===== src/asfs_pkg.sv =====
/*
 * Package for the serial frame sequencer of the eight-channel converter.
 * Holds cycle counts, bit positions and the packed types shared by the design.
 * Assumes nothing of its surroundings beyond a SystemVerilog compiler.
 */
package asfs_pkg;

	// Cycle counts of one conversion, in serial-clock cycles.
	localparam int unsigned TRACK_CYCLES        = 3;
	localparam int unsigned HOLD_CONVERT_CYCLES = 13;
	localparam int unsigned GROUP_CYCLES        = TRACK_CYCLES + HOLD_CONVERT_CYCLES;

	// Falling-edge numbers that frame the result bits, start the hold and end the group.
	localparam logic [4:0] FIRST_RESULT_EDGE = 5'h05;
	localparam logic [4:0] LAST_RESULT_EDGE  = 5'h0C;
	localparam logic [4:0] HOLD_START_EDGE   = 5'h04;
	localparam logic [4:0] LAST_GROUP_EDGE   = 5'h10;

	// Control word layout: channel address sits in bits 5..3 of the 16-bit word.
	localparam int unsigned CTRL_WIDTH = 16;
	localparam int unsigned ADDR_MSB   = 5;
	localparam int unsigned ADDR_LSB   = 3;

	// Reset values.
	localparam logic [2:0] ADDR_RESET   = 3'h0;
	localparam logic [7:0] RESULT_RESET = 8'h00;

	// Buffer depth between the converter core and the shifter.
	localparam int unsigned BUF_DEPTH = 2;

	// One finished conversion: which channel, and its 8-bit code.
	typedef struct packed {
		logic [2:0] chan;
		logic [7:0] code;
	} asfs_sample_t;

	// Synchronised link pins.
	typedef struct packed {
		logic cs_n;
		logic sclk;
		logic din;
	} asfs_link_t;

	// Phase of the current 16-edge group.
	typedef enum logic [1:0] {
		ASFS_OFF   = 2'b00,
		ASFS_TRACK = 2'b01,
		ASFS_HOLD  = 2'b10
	} asfs_phase_t;

endpackage


===== src/asfs_seq.sv =====
/*
 * Serial frame sequencer of an eight-channel 8-bit successive-approximation converter.
 * Assumes the link pins come from another clock domain and are slow against clk;
 * the analog core delivers a code for the held channel when asked (conv_req/conv_code).
 */
`timescale 1ns/100ps

// Behaviour
// - Track three cycles, convert thirteen, sixteen total
// - Frame select low runs, high shuts down
// - Output drives after frame select falls
// - Output released after frame select rises
// - Result bits change on falling clock edges
// - Control input sampled on rising clock edges
// - Four zeros, eight bits MSB first, four zeros
// - Retrack at next group's first fall, hold at fourth fall
// - Each conversion loads a new control word
module asfs_seq (
	input  wire logic       clk,       // System clock, 10 MHz.
	input  wire logic       rst_n,     // Asynchronous reset, active low.
	input  wire logic       cs_n_pin,  // Frame select from host, active low.
	input  wire logic       sclk_pin,  // Serial clock from host.
	input  wire logic       din_pin,   // Control input from host.
	input  wire logic [7:0] conv_code, // Code from the analog core for the held channel.
	output logic            dout,      // Serial result output value.
	output logic            dout_oe,   // Result output enable, high while driving.
	output logic            powered,   // High in normal mode, low in shutdown.
	output logic            tracking,  // High while the sampler tracks its input.
	output logic [2:0]      track_chan,// Channel routed to the sampler.
	output logic            conv_req   // Pulse: hold taken, core converts now.
);

	// Two-flop synchronisers; logic reads the second stage and its delayed copy prev.
	asfs_pkg::asfs_link_t sync1;
	asfs_pkg::asfs_link_t sync2;
	asfs_pkg::asfs_link_t prev;

	always_ff @(posedge clk or negedge rst_n) begin
		if (!rst_n) begin
			sync1 <= '{cs_n: 1'b1, sclk: 1'b0, din: 1'b0};
			sync2 <= '{cs_n: 1'b1, sclk: 1'b0, din: 1'b0};
			prev  <= '{cs_n: 1'b1, sclk: 1'b0, din: 1'b0};
		end else begin
			sync1 <= '{cs_n: cs_n_pin, sclk: sclk_pin, din: din_pin};
			sync2 <= sync1;
			prev  <= sync2;
		end
	end

	// Edge events; the clock is gated off while frame select is high.
	logic active;
	logic cs_fall;
	logic cs_rise;
	logic sck_rise;
	logic sck_fall;

	assign active   = !sync2.cs_n;
	assign cs_fall  = prev.cs_n && !sync2.cs_n;
	assign cs_rise  = !prev.cs_n && sync2.cs_n;
	assign sck_rise = active && !prev.sclk && sync2.sclk;
	assign sck_fall = active && prev.sclk && !sync2.sclk;

	// Sequencer state: falling and rising edge counts within the group.
	asfs_pkg::asfs_phase_t phase;
	asfs_pkg::asfs_phase_t next_phase;
	logic [4:0]            fall_cnt;
	logic [4:0]            next_fall_cnt;
	logic [4:0]            rise_cnt;
	logic [4:0]            next_rise_cnt;
	logic [15:0]           ctrl_shift;
	logic [15:0]           next_ctrl_shift;
	logic [2:0]            chan;
	logic [2:0]            next_chan;
	logic [2:0]            held_chan;
	logic [2:0]            next_held_chan;
	logic                  next_dout;
	logic                  next_dout_oe;
	logic                  next_conv_req;
	logic [7:0]            out_word;
	logic [7:0]            next_out_word;

	// Two-entry buffer between the converter core and the output shifter.
	asfs_pkg::asfs_sample_t buf_mem [asfs_pkg::BUF_DEPTH];
	logic                   wr_ptr;
	logic                   rd_ptr;
	logic [1:0]             count;
	logic                   in_valid;
	logic                   in_ready;
	logic                   out_valid;
	logic                   out_ready;
	logic                   pend;
	logic                   next_pend;

	assign in_ready  = (count != 2'h2);
	assign out_valid = (count != 2'h0);
	assign in_valid  = pend;
	// Pop on the hold edge itself, so the MSB is ready for the fifth falling edge.
	assign out_ready = sck_fall && (fall_cnt == asfs_pkg::HOLD_START_EDGE - 5'h01);

	// Buffer pointers and storage; a core code waits in pend while full.
	always_ff @(posedge clk or negedge rst_n) begin
		if (!rst_n) begin
			wr_ptr <= 1'b0;
			rd_ptr <= 1'b0;
			count  <= 2'h0;
			for (int i = 0; i < asfs_pkg::BUF_DEPTH; i++) begin
				buf_mem[i] <= '0;
			end
		end else begin
			if (in_valid && in_ready) begin
				buf_mem[wr_ptr] <= '{chan: held_chan, code: conv_code};
				wr_ptr          <= !wr_ptr;
			end
			if (out_valid && out_ready) begin
				rd_ptr <= !rd_ptr;
			end
			count <= count + 2'((in_valid && in_ready) ? 1 : 0)
			               - 2'((out_valid && out_ready) ? 1 : 0);
		end
	end

	// Next-state logic for the edge counters, control word and output.
	always_comb begin
		next_phase      = phase;
		next_fall_cnt   = fall_cnt;
		next_rise_cnt   = rise_cnt;
		next_ctrl_shift = ctrl_shift;
		next_chan       = chan;
		next_held_chan  = held_chan;
		next_dout       = dout;
		next_dout_oe    = dout_oe;
		next_conv_req   = 1'b0;
		next_out_word   = out_word;
		next_pend       = pend && !in_ready;
		if (conv_req) begin
			next_pend = 1'b1;
		end
		if (cs_fall) begin
			next_phase    = asfs_pkg::ASFS_TRACK;
			next_fall_cnt = 5'h00;
			next_rise_cnt = 5'h00;
			next_dout_oe  = 1'b1;
			next_dout     = 1'b0;
		end else if (cs_rise) begin
			// Ending on the frame's own signal: no clock edge is awaited.
			next_phase   = asfs_pkg::ASFS_OFF;
			next_dout_oe = 1'b0;
			next_dout    = 1'b0;
		end
		if (sck_rise) begin
			next_ctrl_shift = {ctrl_shift[14:0], sync2.din};
			if (rise_cnt == 5'(asfs_pkg::GROUP_CYCLES - 1)) begin
				next_rise_cnt = 5'h00;
				// Latch the address of the word just completed.
				next_chan = next_ctrl_shift[asfs_pkg::ADDR_MSB:asfs_pkg::ADDR_LSB];
			end else begin
				next_rise_cnt = rise_cnt + 5'h01;
			end
		end
		if (sck_fall) begin
			next_fall_cnt = (fall_cnt == asfs_pkg::LAST_GROUP_EDGE) ? 5'h01
			                                                        : fall_cnt + 5'h01;
			if (next_fall_cnt == asfs_pkg::HOLD_START_EDGE) begin
				next_phase     = asfs_pkg::ASFS_HOLD;
				next_held_chan = chan;
				next_conv_req  = 1'b1;
			end else if (next_fall_cnt == 5'h01) begin
				next_phase = asfs_pkg::ASFS_TRACK;
			end
			// Result bits change only here, after falling edges.
			if (next_fall_cnt >= asfs_pkg::FIRST_RESULT_EDGE
			    && next_fall_cnt <= asfs_pkg::LAST_RESULT_EDGE) begin
				next_dout     = out_word[7];
				next_out_word = {out_word[6:0], 1'b0};
			end else begin
				next_dout = 1'b0;
			end
			if (out_valid && out_ready) begin
				next_out_word = buf_mem[rd_ptr].code;
			end else if (next_fall_cnt == asfs_pkg::HOLD_START_EDGE) begin
				next_out_word = asfs_pkg::RESULT_RESET;
			end
		end
	end

	// Register stage for the sequencer; all outputs come from flops.
	always_ff @(posedge clk or negedge rst_n) begin
		if (!rst_n) begin
			phase      <= asfs_pkg::ASFS_OFF;
			fall_cnt   <= 5'h00;
			rise_cnt   <= 5'h00;
			ctrl_shift <= '0;
			chan       <= asfs_pkg::ADDR_RESET;
			held_chan  <= asfs_pkg::ADDR_RESET;
			dout       <= 1'b0;
			dout_oe    <= 1'b0;
			conv_req   <= 1'b0;
			out_word   <= asfs_pkg::RESULT_RESET;
			pend       <= 1'b0;
			powered    <= 1'b0;
			tracking   <= 1'b0;
			track_chan <= asfs_pkg::ADDR_RESET;
		end else begin
			phase      <= next_phase;
			fall_cnt   <= next_fall_cnt;
			rise_cnt   <= next_rise_cnt;
			ctrl_shift <= next_ctrl_shift;
			chan       <= next_chan;
			held_chan  <= next_held_chan;
			dout       <= next_dout;
			dout_oe    <= next_dout_oe;
			conv_req   <= next_conv_req;
			out_word   <= next_out_word;
			pend       <= next_pend;
			powered    <= (next_phase != asfs_pkg::ASFS_OFF);
			tracking   <= (next_phase == asfs_pkg::ASFS_TRACK);
			track_chan <= next_chan;
		end
	end
endmodule


===== config.mk =====
export PLATFORM = sky130hd
export DESIGN_NAME = asfs_seq
export DESIGN_NICKNAME = d
export VERILOG_FILES = /design/src/asfs_pkg.sv /design/src/asfs_seq.sv
export SDC_FILE = /design/constraint.sdc
export NUM_CORES = 1
export LEC_CHECK = 0
export BUFFER_PORTS_ARGS = -buffer_cell sky130_fd_sc_hd__clkbuf_2
export CAP_MARGIN = 20
export CORE_MARGIN = 2
export CORE_UTILIZATION = 40
export CTS_CLUSTER_DIAMETER = 50
export DETAILED_ROUTE_END_ITERATION = 10
export PLACE_DENSITY_LB_ADDON = 0.05
export SLEW_MARGIN = 20
export SYNTH_ARGS = -nofsm -noshare
export SYNTH_HDL_FRONTEND = slang
export SYNTH_SLANG_ARGS = --single-unit

===== constraint.sdc =====
create_clock -name clk -period 3.1 [get_ports clk]
set_input_delay 0.155 -clock clk [delete_from_list [all_inputs] [get_ports clk]]
set_output_delay 0.155 -clock clk [all_outputs]
set_load 0.1 [all_outputs]

==> impl_metrics.env, run 1 <==
export IMPL_regToRegStartpoint="fall_cnt[0]"
export IMPL_htree_levels=3
export IMPL_final_common_cell="dfrtp_1"
export IMPL_core_mm2=0.00687
export IMPL_end_kind="register"
export IMPL_die_h_um=88.7
export IMPL_hold_class="input pin to register"
export IMPL_worstSetupPathType="register to register"
export IMPL_hold_end="buf_mem[3]"
export IMPL_cts_path_max_buffers=2
export IMPL_worst_pin_slew_ns=0.688
export IMPL_netlist_instances=223
export IMPL_clkSinkCount=62
export IMPL_ff2ff_setup_slack_ns=0.62
export IMPL_switchingPower_mw=0.505
export IMPL_crit_family="adder cells"
export IMPL_tns_ns=0
export IMPL_grt_max_degree=25
export IMPL_fp_row_count=30
export IMPL_cap_violations=0
export IMPL_r2r_end="count[1]"
export IMPL_cts_resized=0
export IMPL_dp_hpwl_mm=3.54
export IMPL_drc=0
export IMPL_layout_drive_gt1_share_pct=34.2
export IMPL_avgSynthCellArea_um2=12.9
export IMPL_crit_chain="ha_1 > nor4b_1 > o21a_1 > nand2_1 > inv_2 > ha_1 > inv_1 > ha_1 > xnor2_1 > xnor2_1"
export IMPL_final_cell_mix="dfrtp_1, mux2_2, clkbuf_2, nand2_1, clkbuf_8"
export IMPL_start_util_pct=41.8
export IMPL_fin_ws_ns=0.617
export IMPL_track_usage_pct=14.8
export IMPL_place_ws_ns=0.578
export IMPL_port_buffer_count=20
export IMPL_die_area_mm2=0.00787
export IMPL_p_int_mw=1.40
export IMPL_cp_common_cell="ha_1"
export IMPL_vias=1769
export IMPL_syn2layout_area_growth_pct=15.4
export IMPL_p_per_area_mw_per_mm2=574
export IMPL_max_freq_mhz=403
export IMPL_cp_num_buf_inv=2
export IMPL_drtIter0Drc=76
export IMPL_synth_top_area_share_pct=51.4
export IMPL_ir_worst_vdd_v=0.000307
export IMPL_clock_skew_ns=0.00542
export IMPL_setup_viol=0
export IMPL_ys_ff_latch=62
export IMPL_critPathMaxStageDelay_ns=0.45
export IMPL_ys_seq_area_share_pct=54.2
export IMPL_root_buffer="clkbuf_8"
export IMPL_synthArstFlopShare_pct=100
export IMPL_wl_met1_mm=2.56
export IMPL_drt_total_wl_mm=5.02
export IMPL_yosys_top_cells_area="dfrtp_1, mux2_2, a2bb2oi_2"
export IMPL_cp_required_ns=3.36
export IMPL_antenna_found_initial=0
export IMPL_n_antenna_cell=0
export IMPL_mappedNetlistArea_mm2=0.00287
export IMPL_drv_slew=0
export IMPL_fin_nets=276
export IMPL_synth_top_area_cell="dfrtp_1"
export IMPL_ios=21
export IMPL_grt_pass1_vias=1844
export IMPL_cpMaxStageDelayCell="dfrtp_1"
export IMPL_hold_depth=2
export IMPL_highest_layer="met4"
export IMPL_worstPathArrival_ns=2.75
export IMPL_p_sw_share_pct=26.6
export IMPL_critPathLaunchType="register"
export IMPL_fin_crit_sh_pct=80.1
export IMPL_synthFlopType="dfrtp_1"
export IMPL_status="completed"
export IMPL_dieWidth_um=88.7
export IMPL_hold_viol_final=0
export IMPL_dr_wl_met3_um=154
export IMPL_tritoncts="built"
export IMPL_cts_made_buffers=9
export IMPL_grt_ovfl_total=0
export IMPL_seq_power_share_pct=51.4
export IMPL_rsz0062_at_grt="false"
export IMPL_firstDrtPassIters=4
export IMPL_synth_cell_types=47
export IMPL_min_period_ns=2.48
export IMPL_fin_util_pct=48.2
export IMPL_dr_wl_met2_mm=2.17
export IMPL_yosys_warnings=0
export IMPL_clockPowerShare_pct=34.5
export IMPL_antenna_left=0
export IMPL_synth_edf_count=0
export IMPL_leakagePower_nw=1.50
export IMPL_ff2ff_path_depth=10
export IMPL_clkTransAtPathRegs_ns=0.07
export IMPL_cp_max_fo=11
export IMPL_routedWlPerCell_um=14.1
export IMPL_gp_congestion=0.763
export IMPL_grt_pass1_wl_mm=8.78
export IMPL_hold_start="conv_code[3]"
export IMPL_max_slew_margin_pct=54.0
export IMPL_syn_num_nets=244
export IMPL_combPwrFrac_pct=14.1
export IMPL_crit_path_start="fall_cnt[0]"
export IMPL_clock_latency_ns=0.34
export IMPL_via_per_inst=4.97
power groups by stage:
| stage | Clock, mW | Sequential (mW) | Combinational, mW |
|---|---|---|---|
| 2_1_floorplan | 0 | 1.01 | 0.176 |
| 3_3_place_gp | 0 | 0.992 | 0.269 |
| 3_5_place_dp | 0 | 0.993 | 0.270 |
| 4_1_cts | 0.685 | 0.978 | 0.275 |
| 5_1_grt | 0.717 | 0.990 | 0.299 |
| 6_report | 0.655 | 0.977 | 0.269 |
synth_stat cells, types with 4 or more instances:
cell       number
ha_1            8
nand2_1        14
xnor2_1         5
nand2b_1        4
a2bb2oi_2       7
dfrtp_1        59
o21ai_0        10
mux2_2         28
inv_1           9
o211ai_1        7
nor2_1          6
nor2b_1         4
a21oi_1         9
clkbuf_1        4
nand3_1         5
cell families (layout without fill, tap and decap cells):
group           count (synthesis)  after routing  share of synthesized area [%]
mux                            33             33                           13.0
fa+ha+maj                       8              8                           3.49
simple gates                   47             47                           9.68
xor+xnor                        5              5                           1.53
compound gates                 52             52                           15.9
buf+inv                        16             53                           2.22
flops                          62             62                           54.2
per-stage QoR:
step	instance area, µm²	power [mW]	instances	hold WS, ns
2_1_floorplan	2870	1.19	223	-0.141
4_1_cts	3310	1.94	356	0.0422
3_3_place_gp	3090	1.26	336	0.156
3_5_place_dp	3090	1.26	336	0.156
5_1_grt	3310	2.01	356	0.0593
6_report	3310	1.90	356	0.0566
registers in the layout, indices dropped and copies added (netlist names), 2 cells and up:
signal	count
buf_mem	16
chan	3
sync2	3
rise_cnt	5
ctrl_shift	5
out_word	8
count	2
phase	2
prev	2
fall_cnt	5
sync1	3
area by class of cell:
type | count | area, µm²
fill | 608 | 3560
sequential | 62 | 1560
multi-input combinational | 145 | 1250
clock buffer | 12 | 165
timing repair buffer | 27 | 163
tap | 96 | 120
inverter | 10 | 37.5
clock inverter | 4 | 20.0
how the worst max path moves through the flow:
stage,endpoint,slack [ns],cells after the start
2_1_floorplan,count[1],0.80,11
6_report,count[1],0.62,10
3_3_place_gp,count[1],0.67,10
4_1_cts,count[1],0.56,10
3_5_place_dp,count[1],0.58,10
5_1_grt,count[1],0.31,10
what timing repair did:
item                                   4_1_cts  5_1_grt
endpoints found under the hold margin       18        0
hold buffers                                 4        0
buffers inserted                             0        0
routing by layer:
metal | global-route usage (%) | vias up
li1 | - | 881
met5 | 0 | -
met3 | 3.73 | 14
met1 | 20.2 | 849
met4 | 8.26 | 0
met2 | 21.5 | 25
No activity file was read; power rests on OpenSTA's default activity.
==> run 2: changes to the inputs <==
--- a/config.mk
+++ b/config.mk
@@ -5,6 +5,7 @@
 export SDC_FILE = /design/constraint.sdc
 export NUM_CORES = 1
 export LEC_CHECK = 0
+export ABC_AREA = 1
 export BUFFER_PORTS_ARGS = -buffer_cell sky130_fd_sc_hd__clkbuf_2
 export CAP_MARGIN = 20
 export CORE_MARGIN = 2
==> constraint.sdc (replaced) <==
create_clock -name clk -period 2 [get_ports clk]
set_input_delay 0.1 -clock clk [delete_from_list [all_inputs] [get_ports clk]]
set_output_delay 0.1 -clock clk [all_outputs]
set_load 0.1 [all_outputs]
==> run 2 against run 1 <==
Sequential power up 40%. Critical path depth down 3. Power up 45%. Fmax up 37%. Worst hold slack better by 0.26 ns. First-iteration DRC count up 12%. Clock power up 68%. Count of clock-buffer cells in the layout up 2. Critical path type unchanged.
==> impl_metrics.env, run 2 <==
export IMPL_clock_latency_ns=0.34
export IMPL_synth_top_area_share_pct=51.9
export IMPL_seq_power_share_pct=49.8
export IMPL_drtIter0Drc=85
export IMPL_clockPowerShare_pct=39.9
export IMPL_grt_ovfl_total=0
export IMPL_final_common_cell="nand2_1"
export IMPL_gp_congestion=0.767
export IMPL_tritoncts="built"
export IMPL_syn2layout_area_growth_pct=19.8
export IMPL_cts_resized=0
export IMPL_port_buffer_count=20
export IMPL_tns_ns=0
export IMPL_register_area_mm2=0.00156
export IMPL_syn_num_nets=323
export IMPL_core_mm2=0.00683
export IMPL_root_buffer="clkbuf_8"
export IMPL_antenna_left=0
export IMPL_drc=0
export IMPL_ir_worst_vdd_v=0.000451
export IMPL_setup_viol=0
export IMPL_mappedNetlistArea_mm2=0.00284
export IMPL_synth_most_common_cell="nand2_1"
export IMPL_dr_wl_met3_um=164
export IMPL_synth_top_area_cell="dfrtp_1"
export IMPL_leakagePower_nw=1.70
export IMPL_synth_cell_types=35
export IMPL_via_per_inst=4.51
export IMPL_p_sw_share_pct=25.9
export IMPL_die_area_mm2=0.00780
export IMPL_ys_ff_latch=62
export IMPL_p_per_area_mw_per_mm2=808
export IMPL_drv_slew=0
export IMPL_avgSynthCellArea_um2=9.42
export IMPL_clkSinkCount=62
export IMPL_synthArstFlopShare_pct=100
export IMPL_cts_path_max_buffers=2
export IMPL_status="completed"
export IMPL_ys_seq_area_share_pct=54.7
export IMPL_reg_top3="buf_mem: 16 flops, out_word: 8 flops"
export IMPL_routedWlPerCell_um=11.6
export IMPL_antenna_found_initial=0
export IMPL_fin_crit_sh_pct=90.8
export IMPL_drt_total_wl_mm=5.15
export IMPL_synth_edf_count=0
export IMPL_min_period_ns=1.82
export IMPL_fp_row_count=30
export IMPL_regMostFlops="buf_mem"
export IMPL_max_slew_margin_pct=63.6
export IMPL_fin_nets=365
export IMPL_max_freq_mhz=551
export IMPL_yosys_warnings=0
export IMPL_highest_layer="met4"
export IMPL_synthFlopType="dfrtp_1"
export IMPL_instances_no_fill=445
export IMPL_yosys_top_cells_area="dfrtp_1, nand2_1, nand3_1"
export IMPL_clkTransAtPathRegs_ns=0.07
export IMPL_firstDrtPassIters=4
export IMPL_n_antenna_cell=0
export IMPL_grt_pass1_wl_mm=9.25
export IMPL_cts_made_buffers=9
export IMPL_grt_pass1_vias=1996
export IMPL_switchingPower_mw=0.712
export IMPL_layout_drive_gt1_share_pct=21.8
export IMPL_fin_hold_ws_ns=0.318
export IMPL_vias=2005
export IMPL_ios=21
export IMPL_p_int_mw=2.04
export IMPL_final_cell_mix="nand2_1, dfrtp_1, inv_1, nand3_1, o21ai_0"
export IMPL_worst_pin_slew_ns=0.548
export IMPL_dp_hpwl_mm=3.47
export IMPL_multi_input_area_mm2=0.00112
export IMPL_dpl_cell_count=417
export IMPL_critPathLaunchType="register"
export IMPL_dieWidth_um=88.3
export IMPL_fillers=659
export IMPL_rsz0062_at_grt="false"
export IMPL_combPwrFrac_pct=10.3
export IMPL_cp_max_fo=6
export IMPL_die_h_um=88.3
export IMPL_wl_met1_mm=2.63
export IMPL_largest_reg_flops=16
export IMPL_cp_required_ns=2.26
export IMPL_clock_skew_ns=0.00688
export IMPL_hold_class="input pin to asynchronous set/reset pin"
export IMPL_track_usage_pct=15.4
export IMPL_htree_levels=3
export IMPL_netlist_instances=302
export IMPL_start_util_pct=41.6
export IMPL_hold_viol_final=0
export IMPL_worstSetupPathType="register to register"
export IMPL_dr_wl_met2_mm=2.27
export IMPL_cap_violations=0
export IMPL_total_power_mw=2.75
export IMPL_end_kind="register"
export IMPL_fin_util_pct=49.9
export IMPL_worstPathArrival_ns=2.08
export IMPL_grt_max_degree=63
export IMPL_synth_common_cells="nand2_1, dfrtp_1, inv_1"
[run 2: cell count changes after synthesis, sizes merged, moves of 4 or more]
cell	previous run	this run
buf	2	6
nor2b	4	0
a21oi	10	3
nor2	6	21
nand2	14	85
nand2b	4	0
o21ai	12	24
a2bb2oi	7	0
o211ai	7	2
inv	10	32
mux2	31	8
nand3	5	32
a31oi	4	0
[run 2: cell families (layout without fill, tap and decap cells)]
logic type / count (synthesis) / after routing / share of synthesized area, %
AND/OR/NAND/NOR: 145 / 145 / 24.2
flip-flops: 62 / 62 / 54.7
buffers and inverters: 40 / 87 / 5.94
AO/OA/AOI/OAI: 35 / 35 / 7.30
adder cells (fa/ha/maj): 8 / 8 / 3.52
multiplexers: 8 / 8 / 3.17
XOR/XNOR: 4 / 4 / 1.23
[run 2: final timing paths]
kind	startpoint	endpoint	slack, ns	cells after the start
max	fall_cnt[0]	count[1]	0.18	7
min	rst_n	powered	0.32	3
max reg2reg	fall_cnt[0]	count[1]	0.18	7
min reg2reg	sync1[0]	sync2[0]	0.36	0
max in group asynchronous	rst_n	prev[2]	1.37	3
min in group clk	sync1[0]	sync2[0]	0.36	0
[run 2: critical path, cell delays in order, from the launching register on]
cell and delay (ns):
dfrtp_1 0.43, ha_1 0.28, nand3_1 0.14, nor3_2 0.30
ha_1 0.29, inv_1 0.06, ha_1 0.14, xnor2_1 0.11
[run 2: metal layers]
layer  track usage [%]  up-vias
met1              20.6      902
li1                  -     1068
met5                 0        -
met3              5.69        8
met2              23.0       27
met4              5.79        0
[run 2: what timing repair did]
item / 4_1_cts / 5_1_grt
buffers inserted: 0 / 0
endpoints found under the hold margin: 76 / 0
hold buffers: 12 / 0
[run 2: stage by stage]
step	area, µm²	worst slack [ns]
6_report	3410	0.184
5_1_grt	3410	0.00774
4_1_cts	3410	0.159
3_5_place_dp	3080	0.173
3_3_place_gp	3080	0.228
2_1_floorplan	2840	0.280
[run 2: cell type report]
class | instances | area share, %
inverter | 32 | 3.53
multi-input combinational | 200 | 32.9
clock buffer | 14 | 5.66
timing repair buffer | 39 | 8.38
sequential | 62 | 45.7
tap | 96 | 3.53
clock inverter | 2 | 0.367
[run 2: power groups by stage]
| stage | Sequential [mW] | Combinational [mW] | Clock, mW |
|---|---|---|---|
| 5_1_grt | 1.38 | 0.327 | 1.19 |
| 3_5_place_dp | 1.39 | 0.269 | 0 |
| 4_1_cts | 1.37 | 0.289 | 1.14 |
| 3_3_place_gp | 1.39 | 0.268 | 0 |
| 6_report | 1.37 | 0.283 | 1.10 |
| 2_1_floorplan | 1.44 | 0.130 | 0 |
